[config.mk]
export PLATFORM = sky130hd
export DESIGN_NAME = sar_adc_sequencer
export DESIGN_NICKNAME = d
export VERILOG_FILES = /design/src/verilog/sar_step_engine.v /design/src/verilog/sar_adc_sequencer.v
export VERILOG_INCLUDE_DIRS = /design/src /design/src/pkg
export SDC_FILE = /design/constraint.sdc
export NUM_CORES = 1
export LEC_CHECK = 0
export ABC_AREA = 1
export CAP_MARGIN = 10
export CORE_ASPECT_RATIO = 0.6
export CORE_MARGIN = 5
export CORE_UTILIZATION = 30
export DETAILED_ROUTE_END_ITERATION = 16
export DONT_BUFFER_PORTS = 1
export PLACE_DENSITY = 0.5
export SLEW_MARGIN = 20
export SYNTH_ARGS = -nofsm -noshare
export SYNTH_HDL_FRONTEND = slang
export SYNTH_SLANG_ARGS = --single-unit
[constraint.sdc]
create_clock -name clock -period 2 [get_ports clock]
set_input_delay 0.3 -clock clock [delete_from_list [all_inputs] [get_ports clock]]
set_output_delay 0.3 -clock clock [all_outputs]
set_load 0.005 [all_outputs]
[src/pkg/sar_adc_defines.vh]
// constants for the eight-channel sequencer of a 10-bit SAR converter
// assumes a 50 MHz clock and a 16-bit register port indexed by word

`ifndef SAR_ADC_DEFINES_VH
`define SAR_ADC_DEFINES_VH

// ---------------------------------------------------------------
// register indices (word index on the register port)
// ---------------------------------------------------------------
`define IDX_RESULT_TOP 4'h7
`define IDX_CSR        4'h8
`define IDX_CTRL       4'h9

// ---------------------------------------------------------------
// control/status fields
// ---------------------------------------------------------------
`define CSR_DONE       7
`define CSR_IRQ_EN     6
`define CSR_START      5
`define CSR_CHAN_BAD   3
`define CSR_RESET      8'h00
`define CHAN_RESET     4'h0

// ---------------------------------------------------------------
// trigger/mode control fields
// ---------------------------------------------------------------
`define CTRL_TRG_HI    7
`define CTRL_TRG_LO    6
`define CTRL_SCAN_EN   5
`define CTRL_SCAN_W    4
`define CTRL_RESET     4'h0
`define TRG_NONE       2'h0
`define TRG_PULSE      2'h1
`define TRG_TIMER8     2'h2
`define TRG_PIN        2'h3

// ---------------------------------------------------------------
// result layout
// ---------------------------------------------------------------
`define RES_PAD        6'h00
`define RES_RESET      10'h000
`define RES_FIRST_BIT  10'h200

// ---------------------------------------------------------------
// timing: one sample slot pair plus ten step slots
// ---------------------------------------------------------------
`define CLK_MHZ        50
`define CONV_TIME_NS   7400
`define CONV_CYC       ((`CONV_TIME_NS * `CLK_MHZ) / 1000)
`define STEP_SLOTS     12
`define STEP_CYC       (`CONV_CYC / `STEP_SLOTS)
`define SAMPLE_CYC     (2 * `STEP_CYC)

`endif

[src/verilog/sar_step_engine.v]
// successive-approximation engine: sample phase then ten trials
// assumes comparator output is asynchronous and high when the
// held input is at or above the trial code

`timescale 1ns/1ps
`include "sar_adc_defines.vh"

module sar_step_engine (
  clock,
  reset_n,
  clk_en,
  start,
  abort,
  comp_in,
  sample_hold,
  dac_code,
  done,
  result
);
  input  wire       clock;       // core clock
  input  wire       reset_n;     // async reset, low
  input  wire       clk_en;      // freezes state when low
  input  wire       start;       // one-cycle launch
  input  wire       abort;       // drop conversion
  input  wire       comp_in;     // comparator, async
  output reg        sample_hold; // hold circuit tracks input
  output reg  [9:0] dac_code;    // trial code for the dac
  output reg        done;        // one-cycle end pulse
  output reg  [9:0] result;      // final code

  localparam S_IDLE   = 2'h0;
  localparam S_SAMPLE = 2'h1;
  localparam S_STEP   = 2'h2;

  localparam integer SAMPLE_LAST = `SAMPLE_CYC - 1;
  localparam integer STEP_LAST   = `STEP_CYC - 1;

  reg [1:0] state_q;   // engine state
  reg [6:0] cnt_q;     // cycles within a slot
  reg [9:0] mask_q;    // bit under trial, one-hot
  reg       comp_s1_q; // synchroniser stage one
  reg       comp_s2_q; // synchroniser stage two

  // -------------------------------------------------------------
  // comparator synchroniser
  // -------------------------------------------------------------
  // two stages; slots are long so the lag costs nothing
  always @(posedge clock or negedge reset_n) begin
    if (!reset_n) begin
      comp_s1_q <= 1'b0;
      comp_s2_q <= 1'b0;
    end else if (clk_en) begin
      comp_s1_q <= comp_in;
      comp_s2_q <= comp_s1_q;
    end
  end

  // -------------------------------------------------------------
  // sample then trial sequence
  // -------------------------------------------------------------
  always @(posedge clock or negedge reset_n) begin
    if (!reset_n) begin
      state_q     <= S_IDLE;
      cnt_q       <= 7'h00;
      mask_q      <= 10'h000;
      sample_hold <= 1'b0;
      dac_code    <= `RES_RESET;
      done        <= 1'b0;
      result      <= `RES_RESET;
    end else if (clk_en) begin
      done <= 1'b0;
      if (abort) begin
        // abort wins over everything, even a launch
        state_q     <= S_IDLE;
        sample_hold <= 1'b0;
      end else begin
        case (state_q)
          S_IDLE: begin
            if (start) begin
              state_q     <= S_SAMPLE;
              sample_hold <= 1'b1;
              cnt_q       <= 7'h00;
            end
          end
          S_SAMPLE: begin
            if (cnt_q == SAMPLE_LAST[6:0]) begin
              state_q     <= S_STEP;
              sample_hold <= 1'b0;
              cnt_q       <= 7'h00;
              mask_q      <= `RES_FIRST_BIT; // msb first
              dac_code    <= `RES_FIRST_BIT;
            end else begin
              cnt_q <= cnt_q + 7'h01;
            end
          end
          S_STEP: begin
            if (cnt_q == STEP_LAST[6:0]) begin
              cnt_q  <= 7'h00;
              mask_q <= mask_q >> 1;
              // keep the bit when input is not below trial
              dac_code <= (comp_s2_q ? dac_code : dac_code & ~mask_q)
                          | (mask_q >> 1);
              if (mask_q[0]) begin
                // tenth trial decided; bounded to 12 slots
                state_q <= S_IDLE;
                done    <= 1'b1;
                result  <= comp_s2_q ? dac_code : dac_code & ~mask_q;
              end
            end else begin
              cnt_q <= cnt_q + 7'h01;
            end
          end
          default: begin
            state_q <= S_IDLE;
          end
        endcase
      end
    end
  end

endmodule // sar_step_engine

[src/verilog/sar_adc_sequencer.v]
// register port, channel sequencer and start logic of the converter
// assumes a 16-bit word-wide register port on the core clock, timer
// pulses on the same clock and an asynchronous external trigger pin

`timescale 1ns/1ps
`include "sar_adc_defines.vh"

module sar_adc_sequencer (
  clock,
  reset_n,
  clk_en,
  bus_sel,
  bus_write,
  bus_dma,
  bus_addr,
  bus_wdata,
  bus_rdata,
  pulse_timer_trig,
  eight_bit_timer_trig,
  ext_start_trigger_n,
  comp_in,
  sample_hold,
  dac_code,
  analog_sel,
  conv_done_irq
);
  input  wire        clock;                // core clock, 50 MHz
  input  wire        reset_n;              // async reset, low
  input  wire        clk_en;               // freezes state when low
  input  wire        bus_sel;              // access this cycle
  input  wire        bus_write;            // 1 write, 0 read
  input  wire        bus_dma;              // access made by dma
  input  wire [3:0]  bus_addr;             // register word index
  input  wire [15:0] bus_wdata;            // write data
  output reg  [15:0] bus_rdata;            // read data, next cycle
  input  wire        pulse_timer_trig;     // pulse timer start
  input  wire        eight_bit_timer_trig; // 8-bit timer start
  input  wire        ext_start_trigger_n;  // start pin, low active
  input  wire        comp_in;              // comparator output
  output wire        sample_hold;          // track/hold command
  output wire [9:0]  dac_code;             // trial code
  output reg  [2:0]  analog_sel;           // input mux select
  output wire        conv_done_irq;        // end interrupt, level

  // sequencer states
  localparam S_IDLE   = 2'h0;
  localparam S_LAUNCH = 2'h1;
  localparam S_WAIT   = 2'h2;

  // -------------------------------------------------------------
  // storage
  // -------------------------------------------------------------
  reg        conv_done_flag_q;  // end flag
  reg        done_armed_q;      // flag was read as one
  reg        done_irq_enable_q; // interrupt enable
  reg        conv_start_bit_q;  // start / busy bit
  reg  [3:0] chan_sel_q;        // channel select field
  reg  [1:0] trigger_sel_q;     // hardware start source
  reg        scan_enable_q;     // scan versus single
  reg        scan_width_sel_q;  // eight versus four wide
  reg  [1:0] state_q;           // sequencer state
  reg  [9:0] result_q [0:7];    // one result per channel
  reg        ext_s1_q;          // pin synchroniser one
  reg        ext_s2_q;          // pin synchroniser two
  reg        ext_prev_q;        // last synced pin level

  // -------------------------------------------------------------
  // decode
  // -------------------------------------------------------------
  wire take      = bus_sel & clk_en;            // access taken
  wire is_result = (bus_addr <= `IDX_RESULT_TOP);
  wire csr_wr    = take & bus_write & (bus_addr == `IDX_CSR);
  wire ctrl_wr   = take & bus_write & (bus_addr == `IDX_CTRL);
  wire csr_rd    = take & ~bus_write & (bus_addr == `IDX_CSR);
  wire res_rd    = take & ~bus_write & is_result;

  // engine handshake
  wire       eng_done;          // engine finished a channel
  wire [9:0] eng_result;        // its code
  wire       eng_start;         // launch pulse
  wire       halt;              // stop request

  // -------------------------------------------------------------
  // channel group limits
  // -------------------------------------------------------------
  // a start written together with its channel field must use the
  // new field, not the one still held from before the write
  wire [3:0] chan_now = csr_wr ? bus_wdata[3:0] : chan_sel_q;
  // the prohibited top code is refused rather than guessed at
  wire       chan_ok = ~chan_now[`CSR_CHAN_BAD];
  wire       scan_four = scan_enable_q & ~scan_width_sel_q;
  reg  [2:0] first_ch;          // first channel of the group
  wire [2:0] last_ch = chan_sel_q[2:0];

  // picks the group start from mode and half bit
  always @* begin
    if (scan_four)
      first_ch = {chan_now[2], 2'b00};
    else if (scan_enable_q)
      first_ch = 3'h0;
    else
      first_ch = chan_now[2:0];
  end

  // -------------------------------------------------------------
  // start sources
  // -------------------------------------------------------------
  wire pin_fall = ext_prev_q & ~ext_s2_q;  // falling edge of pin
  reg  hw_trig;                            // selected hw start

  // only one hardware source at a time is honoured
  always @* begin
    case (trigger_sel_q)
      `TRG_PULSE:  hw_trig = pulse_timer_trig;
      `TRG_TIMER8: hw_trig = eight_bit_timer_trig;
      `TRG_PIN:    hw_trig = pin_fall;
      default:     hw_trig = 1'b0;
    endcase
  end

  wire idle    = (state_q == S_IDLE);
  wire sw_go   = csr_wr & bus_wdata[`CSR_START];
  // a start while already running is not a restart
  wire go      = idle & chan_ok & (sw_go | hw_trig);
  assign halt  = csr_wr & ~bus_wdata[`CSR_START];

  // end of one channel and of the whole group
  wire ch_end    = (state_q == S_WAIT) & eng_done & ~halt;
  wire group_end = ch_end & (analog_sel == last_ch);
  wire single    = ~scan_enable_q;

  assign eng_start = (state_q == S_LAUNCH) & ~halt;

  // -------------------------------------------------------------
  // external pin synchroniser
  // -------------------------------------------------------------
  // pin idles high, so reset to high to avoid a false edge
  always @(posedge clock or negedge reset_n) begin
    if (!reset_n) begin
      ext_s1_q   <= 1'b1;
      ext_s2_q   <= 1'b1;
      ext_prev_q <= 1'b1;
    end else if (clk_en) begin
      ext_s1_q   <= ext_start_trigger_n;
      ext_s2_q   <= ext_s1_q;
      ext_prev_q <= ext_s2_q;
    end
  end

  // -------------------------------------------------------------
  // sequencer
  // -------------------------------------------------------------
  // channel pointer doubles as the analog mux select
  always @(posedge clock or negedge reset_n) begin
    if (!reset_n) begin
      state_q    <= S_IDLE;
      analog_sel <= 3'h0;
    end else if (clk_en) begin
      if (halt) begin
        state_q <= S_IDLE;
      end else begin
        case (state_q)
          S_IDLE: begin
            if (go) begin
              state_q    <= S_LAUNCH;
              analog_sel <= first_ch;
            end
          end
          S_LAUNCH: begin
            state_q <= S_WAIT;
          end
          S_WAIT: begin
            if (eng_done) begin
              if (single) begin
                state_q <= S_IDLE;
              end else begin
                // wrap to the group start and keep going
                state_q <= S_LAUNCH;
                if (analog_sel == last_ch)
                  analog_sel <= first_ch;
                else
                  analog_sel <= analog_sel + 3'h1;
              end
            end
          end
          default: begin
            state_q <= S_IDLE;
          end
        endcase
      end
    end
  end

  // -------------------------------------------------------------
  // result registers
  // -------------------------------------------------------------
  // each code lands only in its own channel's slot
  always @(posedge clock or negedge reset_n) begin : res_store
    integer i;
    if (!reset_n) begin
      for (i = 0; i < 8; i = i + 1)
        result_q[i] <= `RES_RESET;
    end else if (clk_en) begin
      if (ch_end)
        result_q[analog_sel] <= eng_result;
    end
  end

  // -------------------------------------------------------------
  // start bit
  // -------------------------------------------------------------
  always @(posedge clock or negedge reset_n) begin
    if (!reset_n) begin
      conv_start_bit_q <= 1'b0;
    end else if (clk_en) begin
      if (halt)
        conv_start_bit_q <= 1'b0;
      else if (go)
        conv_start_bit_q <= 1'b1;
      else if (ch_end & single)
        conv_start_bit_q <= 1'b0;
    end
  end

  // -------------------------------------------------------------
  // done flag
  // -------------------------------------------------------------
  // a fresh end event beats any clear in the same cycle
  // single mode ends at its one channel even if the field moved
  wire done_set = ch_end & (single | (analog_sel == last_ch));
  wire sw_clr   = csr_wr & ~bus_wdata[`CSR_DONE] & done_armed_q;
  wire dma_clr  = res_rd & bus_dma;
  wire done_d   = done_set | (conv_done_flag_q & ~(sw_clr | dma_clr));

  always @(posedge clock or negedge reset_n) begin
    if (!reset_n) begin
      conv_done_flag_q <= 1'b0;
      done_armed_q     <= 1'b0;
    end else if (clk_en) begin
      conv_done_flag_q <= done_d;
      // arming drops with any clear; a new event must be read again
      done_armed_q <= done_d & ~(sw_clr | dma_clr) &
                      (done_armed_q | (csr_rd & conv_done_flag_q));
    end
  end

  // -------------------------------------------------------------
  // configuration bits
  // -------------------------------------------------------------
  // bit 4 of the status register has no storage at all
  always @(posedge clock or negedge reset_n) begin
    if (!reset_n) begin
      done_irq_enable_q <= 1'b0;
      chan_sel_q        <= `CHAN_RESET;
      trigger_sel_q     <= `TRG_NONE;
      scan_enable_q     <= 1'b0;
      scan_width_sel_q  <= 1'b0;
    end else if (clk_en) begin
      if (csr_wr) begin
        done_irq_enable_q <= bus_wdata[`CSR_IRQ_EN];
        chan_sel_q        <= bus_wdata[3:0];
      end
      if (ctrl_wr) begin
        trigger_sel_q    <= bus_wdata[`CTRL_TRG_HI:`CTRL_TRG_LO];
        scan_enable_q    <= bus_wdata[`CTRL_SCAN_EN];
        scan_width_sel_q <= bus_wdata[`CTRL_SCAN_W];
      end
    end
  end

  // -------------------------------------------------------------
  // read data
  // -------------------------------------------------------------
  // software may clear with write then read back, so the flag
  // must show its new value on the very next read
  always @(posedge clock or negedge reset_n) begin
    if (!reset_n) begin
      bus_rdata <= 16'h0000;
    end else if (clk_en) begin
      if (take & ~bus_write) begin
        if (is_result)
          // byte halves are not split; word reads only
          bus_rdata <= {result_q[bus_addr[2:0]], `RES_PAD};
        else if (bus_addr == `IDX_CSR)
          bus_rdata <= {8'h00, conv_done_flag_q, done_irq_enable_q,
                        conv_start_bit_q, 1'b0, chan_sel_q};
        else if (bus_addr == `IDX_CTRL)
          bus_rdata <= {8'h00, trigger_sel_q, scan_enable_q,
                        scan_width_sel_q, `CTRL_RESET};
        else
          bus_rdata <= 16'h0000;                   // unmapped
      end
    end
  end

  // -------------------------------------------------------------
  // interrupt
  // -------------------------------------------------------------
  assign conv_done_irq = conv_done_flag_q & done_irq_enable_q;

  // -------------------------------------------------------------
  // conversion engine
  // -------------------------------------------------------------
  sar_step_engine u_engine (
    .clock       (clock),
    .reset_n     (reset_n),
    .clk_en      (clk_en),
    .start       (eng_start),
    .abort       (halt),
    .comp_in     (comp_in),
    .sample_hold (sample_hold),
    .dac_code    (dac_code),
    .done        (eng_done),
    .result      (eng_result)
  );

endmodule // sar_adc_sequencer

==> impl_metrics.yaml, run 1 <==
clocking:
  clk_latency_ns: 0.43
  cts_buffers: 17
  cts_root_buf: "clkbuf_16"
  clock_path_buffers: 2
  htreeDepth: 4
  cts_hold_buf: 3
  numClockSinks: 159
  cts_tree: "built"
  clk_pin_slew_ns: 0.07
worst_setup_path:
  critPathKind: "flip-flop to flip-flop"
  cp.required_ns: 2.31
  crit_path_end: "u_engine.dac_code[9]$_DFFE_PN0P_"
  crit_arrival_ns: 2.22
  critical_path.endpoint_type: "flip-flop"
  r2r_cells: 11
  critPathLaunchType: "flip-flop"
  crit_path_start: "u_engine.cnt_q[1]$_DFFE_PN0P_"
  r2r-end: "u_engine.dac_code[9]$_DFFE_PN0P_"
  crit_fanout: 16
  r2r-start: "u_engine.cnt_q[1]$_DFFE_PN0P_"
  reg2reg_slack_ns: 0.1
layout:
  finalNonFillerCells: 1304
  nFillCells: 2653
  mostFrequentLayoutCells: "289 x nand2_1, 154 x o21ai_0, 154 x dfrtp_1"
  finalNetCount: 999
  antenna_cells: 0
  drive_above_1_share_pct: 10.4
  area_growth_pct: 15.1
  final_common_cell: "nand2_1"
floorplan:
  fp-row-count: 45
  dieWidth_um: 217
  ioPinCount: 61
  fp.coreArea_mm2: 0.0253
  dieArea_mm2: 0.0292
  die_h_um: 134
  start_util_pct: 30.5
yosys:
  yosysWarningCount: 0
  synthFlopType: "dfrtp_1"
  syn_avg_cell_area_um2: 8.08
  synth_seq_cells: 159
  netlist_area_mm2: 0.00773
  synth_top_area_share_pct: 50.5
  synth.distinct_cells: 40
  synth_edf_count: 0
  synth_area_leaders: "dfrtp_1 50%, nand2_1 14%, o21ai_0 10%"
  syn_inst: 957
  async_flop_share_pct: 100
  yosysSeqAreaShare_pct: 51.5
  syn_nets: 994
  yosysTopAreaCell: "dfrtp_1"
routing:
  drc: 0
  routedWlPerCell_um: 17.1
  vias: 6374
  initialDrtViolationCount: 579
  drtPass1Iterations: 5
  avgViaCountPerCell: 4.89
  routed_wl_um: 22300
  ant_nets: 0
sta:
  relSlewSlack_pct: 66.3
  setup_viol: 0
  tightest_slew_ns: 0.506
  period_minus_slack_ns: 1.90
  worst_clock_skew_ns: 0.0107
  whs_ns: -0.442
  finalCritPeriodShare_pct: 95.2
  maxSlewViolCount: 0
  finalHoldViolCount: 159
  finalSetupTns_ns: 0
  fmax_mhz: 525
pwr:
  leakage_uw: 0.00436
  vdd_drop_max_v: 0.000416
  power.density_mw_per_mm2: 997
global_route:
  grt_max_degree: 160
  antenna_found_initial: 0
  grt_pass1_wl_um: 35500
  grt_usage_pct: 15.6
  grt_pass1_vias: 5914
  grt-ovfl-total: 0
hold_path:
  hold_class: "input port to asynchronous set/reset pin"
run_status:
  violations: "negative hold slack"
  outcome: "finished with violations"
placement:
  dp_hpwl_um: 15000
  portBuffers: 0
  dp.cells: 1261
  gp_congestion: 0.829
run:
  drv_cap: 0
## through the flow
step,util [%],hold WS (ns),setup WS (ns),cell area [µm²],power (µW)
floorplan,-,0.00441,0.340,7730,4950
global placement,32.2,0.00982,0.129,8150,5480
detailed placement,32.2,0.00963,0.0904,8150,5500
CTS,34.6,-0.456,0.0708,8770,8800
global route,35.1,-0.470,-0.0461,8900,9410
finish,35.1,-0.442,0.0959,8900,8870
## final cells by class
cell class                 instances  area [µm²]  share of cell area, %
tap                              329         412                   4.63
timing repair buffer              39         398                   4.47
clock inverter                    10         103                   1.15
inverter                         109         409                   4.60
multi-input combinational        636        3110                   34.9
clock buffer                      22         484                   5.44
sequential                       159        3990                   44.8
## state kept, by name, indices dropped and copies added, names as in the netlist, 3 cells and up
register / flops
result_q: 80
u_engine.dac_code: 10
chan_sel_q: 4
analog_sel: 3
u_engine.mask_q: 10
u_engine.cnt_q: 7
u_engine.result: 10
bus_rdata: 16
## worst max-delay path: stages (launching register included)
cell and delay [ns]:
dfrtp_2 0.44, inv_1 0.08, ha_1 0.14, nand2_1 0.06
nor2_1 0.11, nand3_2 0.11, nand2_1 0.09, nand2_1 0.08
nor3_4 0.26, buf_4 0.18, clkbuf_16 0.16, o21ai_0 0.08
## synth_stat cells (3+ instances only)
master    instances
buf_6             4
dfstp_2           3
xor2_1            3
inv_2             4
buf_2            15
ha_1              7
nand4_1           7
buf_4             4
o21ai_0         154
inv_1           104
nand3_1          47
dfrtp_1         156
nor2_1           35
o211ai_1          9
buf_1            10
clkbuf_1         19
nor2_4            4
nand2_1         290
a21oi_1          36
xnor2_1           3
o221ai_1         16
nand2_4           5
## where the power goes
part	total (µW)	switching, µW	internal, µW
clock	3270	1420	1860
sequential	3810	327	3480
combinational	1790	1140	647
total	8870	2880	5990
## cells by family (layout without fill, tap and decap cells)
family | Yosys count | after routing | share of synthesized area, %
xor+xnor | 6 | 6 | 0.680
simple gates | 399 | 399 | 22.2
compound gates | 224 | 224 | 15.8
fa+ha+maj | 7 | 7 | 1.13
flops | 159 | 159 | 51.5
buf+inv | 162 | 180 | 8.71
## metal layers
metal,global-route usage (%),vias up,wire (µm)
met5,0,-,0
met4,2.74,0,144
li1,-,3112,-
met1,25.6,3090,12200
met2,19.3,160,8420
met3,4.96,12,1520
## how the worst min path moves through the flow
stage | endpoint | slack, ns
floorplan | analog_sel[0]$_DFFE_PN0P_ | 0.004
global placement | scan_width_sel_q$_DFFE_PN0P_ | 0.01
detailed placement | bus_rdata[4]$_DFFE_PN0P_ | 0.01
CTS | scan_width_sel_q$_DFFE_PN0P_ | -0.46
global route | scan_width_sel_q$_DFFE_PN0P_ | -0.47
finish | scan_width_sel_q$_DFFE_PN0P_ | -0.44
## what timing repair did
item | in CTS | in global routing
hold endpoints to repair | 164 | 159
gates resized for setup | 0 | 9
buffers inserted | 0 | 6
endpoints found under the setup margin | 0 | 49
Note: power is estimated with default switching activity, not from simulation.
==> run 2: changes to the inputs <==
CELL_PAD_IN_SITES_DETAIL_PLACEMENT = 1   (was default)
CELL_PAD_IN_SITES_GLOBAL_PLACEMENT = 1   (was default)
PLACE_DENSITY = 0.6   (was 0.5)
SETUP_SLACK_MARGIN = 0.15   (was default)
==> run 2 against run 1 <==
Compared with the run above:
- the flow still finishes with violations (negative hold slack)
- sequential power hardly changed
- global-route usage is 1.7 points higher
- hold slack worse by 0.0073 ns
- count of clock-buffer cells in the layout did not move
- clock power decreased by 1%
- via count grew 1.2%
- critical path type unchanged
- critical endpoint is now u_engine.mask_q[3]$_DFFE_PN0P_
- largest power group unchanged
- highest routed layer unchanged
==> impl_metrics.yaml, run 2 (synthesized netlist as in run 1, its figures left out) <==
run:
  drv_cap: 0
sta:
  finalHoldViolCount: 159
  rsz0062_at_grt: "true"
  maxSlewViolCount: 0
  setup_viol: 0
  period_minus_slack_ns: 1.88
  whs_ns: -0.449
  finalSetupTns_ns: 0
  worst_clock_skew_ns: 0.00763
  fmax_mhz: 533
  relSlewSlack_pct: 63.8
  tightest_slew_ns: 0.543
  finalCritPeriodShare_pct: 93.8
routing:
  drtPass1Iterations: 4
  ant_nets: 0
  routed_wl_um: 24500
  initialDrtViolationCount: 552
  routedWlPerCell_um: 18.5
  vias: 6450
  drc: 0
  avgViaCountPerCell: 4.89
pwr:
  power_uw: 9130
  leakage_uw: 0.00447
  power.density_mw_per_mm2: 1000
  vdd_drop_max_v: 0.000604
worst_setup_path:
  critPathLaunchType: "flip-flop"
  reg2reg_slack_ns: 0.12
  cpMaxStageDelayCell: "dfrtp_1"
  crit_path_start: "u_engine.cnt_q[0]$_DFFE_PN0P_"
  critPathKind: "flip-flop to flip-flop"
  r2r-start: "u_engine.cnt_q[0]$_DFFE_PN0P_"
  critical_path.endpoint_type: "flip-flop"
  path_buf_inv: 3
  crit_arrival_ns: 2.20
  cp_slowest_stage_delay_ns: 0.39
  crit_fanout: 8
  cp_top_family: "simple AND/OR/NAND/NOR gates"
  crit_chain: "ha_2, nand3_2, nor2_2, nand2_2, nand2_2, nand2_2, nor3_4, buf_12, buf_8, clkbuf_16, o21ai_1"
  r2r-end: "u_engine.mask_q[3]$_DFFE_PN0P_"
  cp.required_ns: 2.32
  r2r_cells: 11
  path_common_cell: "nand2_2"
clocking:
  clock_path_buffers: 2
  cts_buffers: 17
  numClockSinks: 159
  htreeDepth: 4
  clk_pin_slew_ns: 0.07
  cts_tree: "built"
  clk_latency_ns: 0.44
  cts_root_buf: "clkbuf_16"
layout:
  area_growth_pct: 18.1
  final_common_cell: "nand2_1"
  largest_register_ff_count: 80
  largest-register: "result_q"
  largestRegisters: "result_q x80, bus_rdata x16"
  mostFrequentLayoutCells: "280 x nand2_1, 156 x dfrtp_1, 147 x o21ai_0"
  antenna_cells: 0
  finalNetCount: 1015
  final_core_util_pct: 36.0
  drive_above_1_share_pct: 12.6
  finalNonFillerCells: 1319
  fin_area_mm2: 0.00913
floorplan:
  ioPinCount: 61
  fp.coreArea_mm2: 0.0253
  dieArea_mm2: 0.0292
  dieWidth_um: 217
  die_h_um: 134
  start_util_pct: 30.5
  fp-row-count: 45
global_route:
  grt_pass1_wl_um: 39200
  grt_max_degree: 160
  grt_usage_pct: 17.3
  antenna_found_initial: 0
  grt-ovfl-total: 0
  grt_pass1_vias: 6536
placement:
  placed_area_mm2: 0.00820
  gp_congestion: 0.806
  dp_hpwl_um: 16900
  dp.cells: 1266
  portBuffers: 0
run_status:
  outcome: "finished with violations"
  violations: "negative hold slack"
hold_path:
  hold_class: "input port to asynchronous set/reset pin"
run 2: changes by cell type in the layout (fill, tap and decap cells not counted), moves of 3 or more:
cell | before | now
clkbuf_1 | 1 | 4
dlygate4sd3_1 | 3 | 8
clkbuf_8 | 4 | 1
nor2_2 | 3 | 6
o21ai_1 | 2 | 7
nor2_1 | 33 | 28
clkinv_2 | 0 | 3
clkinvlp_4 | 5 | 1
buf_4 | 29 | 36
o21ai_0 | 154 | 147
nand2_2 | 3 | 12
nand2_1 | 289 | 280
run 2: worst max-delay path by stage:
stage | slack [ns] | depth (start not counted) | to
global placement | 0.14 | 11 | u_engine.dac_code[0]$_DFFE_PN0P_
finish | 0.12 | 11 | u_engine.mask_q[3]$_DFFE_PN0P_
global route | 0.001 | 12 | u_engine.dac_code[5]$_DFFE_PN0P_
floorplan | 0.34 | 9 | u_engine.mask_q[0]$_DFFE_PN0P_
detailed placement | 0.08 | 11 | u_engine.dac_code[3]$_DFFE_PN0P_
CTS | 0.13 | 11 | u_engine.result[5]$_DFFE_PN0P_
run 2: layout make-up:
| cell class | count | area [µm²] |
|---|---|---|
| inverter | 109 | 417 |
| multi-input combinational | 636 | 3170 |
| tap | 329 | 412 |
| clock buffer | 22 | 454 |
| sequential | 159 | 3980 |
| timing repair buffer | 55 | 586 |
| clock inverter | 9 | 109 |
| fill | 3029 | 16200 |
run 2: repair_timing:
action,in CTS,in global routing
setup buffers,6,5
endpoints found under the setup margin,22,87
pin swaps,0,10
resized for setup,11,31
cloned,2,1
endpoints found under the hold margin,166,160
hold buffers,7,1
run 2: report_power, final:
part | switching (µW) | internal (µW) | leakage, µW
combinational | 1290 | 814 | 0.00225
sequential | 316 | 3480 | 0.00194
clock | 1360 | 1870 | 0.000275
run 2: routing by layer:
metal / track usage [%] / vias up / wire length, µm
met5: 0 / - / 0
met3: 4.22 / 8 / 1480
met1: 28.1 / 3199 / 13300
met4: 4.10 / 0 / 161
met2: 22.4 / 104 / 9500
li1: - / 3139 / -
run 2: per-stage QoR:
stage	setup slack [ns]	hold WS, ns
finish	0.123	-0.449
global route	0.00125	-0.478
CTS	0.129	-0.472
detailed placement	0.0814	0.0107
global placement	0.135	0.00992
floorplan	0.340	0.00441
run 2: worst reg2reg max path, cell delays in order, from the launching register on:
cell	delay, ns
dfrtp_1	0.39
ha_2	0.22
nand3_2	0.09
nor2_2	0.15
nand2_2	0.09
nand2_2	0.09
nand2_2	0.07
nor3_4	0.19
buf_12	0.15
buf_8	0.12
clkbuf_16	0.15
o21ai_1	0.06
==> run 3: changes to the inputs <==
CORE_UTILIZATION = 48   (was 30)
PLACE_DENSITY = 0.86   (was 0.6)
==> run 3 against run 2 <==
Compared with the run above:
- the run ends with negative hold slack, negative setup slack left
- sequential share of layout area is 0.56 points higher
- clock skew is 0.0049 ns higher
- fmax is 6.7% lower
- cell count is 9.3% lower
- final area is 1.2% lower
- routed wire length is 7.4% higher
- sequential power is 2% higher
- setup slack worse by 0.13 ns
- first-iteration DRC count is 52% higher
- clock power hardly changed
- total power is 1.5% higher
- count of clock-buffer cells in the layout is 5 lower
- critical path type unchanged
- critical endpoint is now result_q[4]$_DFFE_PN0P_
- largest cell class unchanged
- largest power group unchanged
==> impl_metrics.yaml, run 3 (synthesized netlist as in run 1, its figures left out) <==
worst_setup_path:
  cpMaxStageDelayCell: "dfrtp_1"
  critical_path.endpoint_type: "flip-flop"
  path_buf_inv: 1
  reg2reg_slack_ns: -0.01
  r2r_cells: 8
  cp_top_family: "simple AND/OR/NAND/NOR gates"
  cp.required_ns: 2.28
  critPathLaunchType: "flip-flop"
  crit_arrival_ns: 2.29
  critPathKind: "flip-flop to flip-flop"
  crit_fanout: 6
  r2r-start: "state_q[0]$_DFFE_PN0P_"
  cp_slowest_stage_delay_ns: 0.45
  crit_chain: "inv_2, nand2_2, nor2_4, nand2_4, nor2_8, nand2_8, o21ai_0, nand2_2"
  r2r-end: "result_q[4]$_DFFE_PN0P_"
  path_common_cell: "nand2_2"
routing:
  initialDrtViolationCount: 838
  routedWlPerCell_um: 22.0
  drc: 0
  avgViaCountPerCell: 5.91
  vias: 7066
  routed_wl_um: 26300
  drtPass1Iterations: 6
  ant_nets: 0
clocking:
  cts_hold_buf: 3
  htreeDepth: 4
  cts_buffers: 17
  clk_latency_ns: 0.44
  numClockSinks: 159
  clk_pin_slew_ns: 0.08
  cts_root_buf: "clkbuf_16"
  cts_tree: "built"
  clock_path_buffers: 2
sta:
  fmax_mhz: 497
  maxSlewViolCount: 0
  whs_ns: -0.449
  finalHoldViolCount: 159
  finalCritPeriodShare_pct: 101
  worst_slack_ns: -0.0104
  worst_clock_skew_ns: 0.0125
  relSlewSlack_pct: 60.1
  period_minus_slack_ns: 2.01
  rsz0062_at_grt: "true"
  tightest_slew_ns: 0.592
  finalSetupTns_ns: -0.0104
  setup_viol: 1
layout:
  final_common_cell: "nand2_1"
  area_growth_pct: 16.7
  largest-register: "result_q"
  fin_area_mm2: 0.00902
  antenna_cells: 0
  finalNetCount: 1017
  drive_above_1_share_pct: 14.7
  largestRegisters: "result_q x80, bus_rdata x16"
  multi_input_area_mm2: 0.00325
  layout.area.seq_mm2: 0.00399
  nFillCells: 1853
  mostFrequentLayoutCells: "274 x nand2_1, 154 x dfrtp_1, 138 x o21ai_0"
  largest_register_ff_count: 80
  finalNonFillerCells: 1196
placement:
  dp.cells: 1130
  dp_hpwl_um: 15100
  placed_area_mm2: 0.00792
  gp_congestion: 0.852
  portBuffers: 0
global_route:
  antenna_found_initial: 0
  grt_usage_pct: 25.3
  grt-ovfl-total: 0
  grtUsageMet3_pct: 4.89
  grt_max_degree: 160
  use_met2_pct: 38.0
  grt_pass1_vias: 6852
  grtUsageMet1_pct: 37.8
  grt.busiest_layer: "met2"
  grt_pass1_wl_um: 37500
floorplan:
  start_util_pct: 49.6
  die_h_um: 108
  fp.coreArea_mm2: 0.0156
  fp-row-count: 35
  dieArea_mm2: 0.0188
  dieWidth_um: 174
  ioPinCount: 61
pwr:
  leakage_uw: 0.00447
  power.density_mw_per_mm2: 1030
  vdd_drop_max_v: 0.000561
run_status:
  violations: "negative hold slack, negative setup slack"
  outcome: "finished with violations"
run:
  drv_cap: 0
hold_path:
  hold_class: "input port to asynchronous set/reset pin"
[run 3: stage by stage]
step | setup slack, ns | utilization (%) | hold WS, ns | power (µW)
2_1_floorplan | 0.340 | - | 0.00441 | 4950
3_3_place_gp | 0.0982 | 50.8 | 0.00824 | 5370
3_5_place_dp | 0.0129 | 50.8 | 0.0105 | 5450
4_1_cts | 0.114 | 55.4 | -0.456 | 8800
5_1_grt | -0.0237 | 57.9 | -0.465 | 9630
6_report | -0.0104 | 57.9 | -0.449 | 9280
[run 3: repair_timing]
| item | 4_1_cts | 5_1_grt |
|---|---|---|
| gates cloned | 1 | 8 |
| setup endpoints to repair | 74 | 94 |
| pin swaps | 2 | 16 |
| buffers inserted | 6 | 16 |
| resized for setup | 15 | 60 |
| endpoints found under the hold margin | 164 | 159 |
[run 3: layout make-up]
class | instances | area share (%)
flip-flops and latches | 159 | 44.2
multi-input cells | 639 | 36.1
repair buffers | 54 | 6.05
clock buffers | 17 | 4.72
inverters | 109 | 4.59
well taps | 203 | 2.82
clock inverters | 15 | 1.60
[run 3: worst max path at each step]
stage | start | to | slack (ns) | cells after the start
2_1_floorplan | u_engine.cnt_q[0]$_DFFE_PN0P_ | u_engine.mask_q[0]$_DFFE_PN0P_ | 0.34 | 9
6_report | state_q[0]$_DFFE_PN0P_ | result_q[4]$_DFFE_PN0P_ | -0.01 | 8
5_1_grt | u_engine.cnt_q[1]$_DFFE_PN0P_ | u_engine.mask_q[9]$_DFFE_PN0P_ | -0.02 | 13
4_1_cts | u_engine.cnt_q[1]$_DFFE_PN0P_ | u_engine.dac_code[6]$_DFFE_PN0P_ | 0.11 | 12
3_5_place_dp | u_engine.cnt_q[0]$_DFFE_PN0P_ | u_engine.dac_code[1]$_DFFE_PN0P_ | 0.01 | 11
3_3_place_gp | u_engine.cnt_q[0]$_DFFE_PN0P_ | u_engine.dac_code[0]$_DFFE_PN0P_ | 0.1 | 11
[run 3: worst register-to-register path, stage by stage, from the launching register on]
cell and delay, ns:
dfrtp_1 0.45, inv_2 0.10, nand2_2 0.10, nor2_4 0.16
nand2_4 0.09, nor2_8 0.25, nand2_8 0.14, o21ai_0 0.43
nand2_2 0.14
[run 3: where the power goes]
group | switching (µW) | internal [µW]
Combinational | 1410 | 746
Sequential | 408 | 3480
Clock | 1570 | 1660
Total | 3390 | 5880
[run 3: metal layers]
metal / wire [µm] / vias up
met5: 0 / -
met2: 11800 / 326
met4: 557 / 0
li1: - / 3141
met3: 1890 / 58
met1: 12000 / 3541
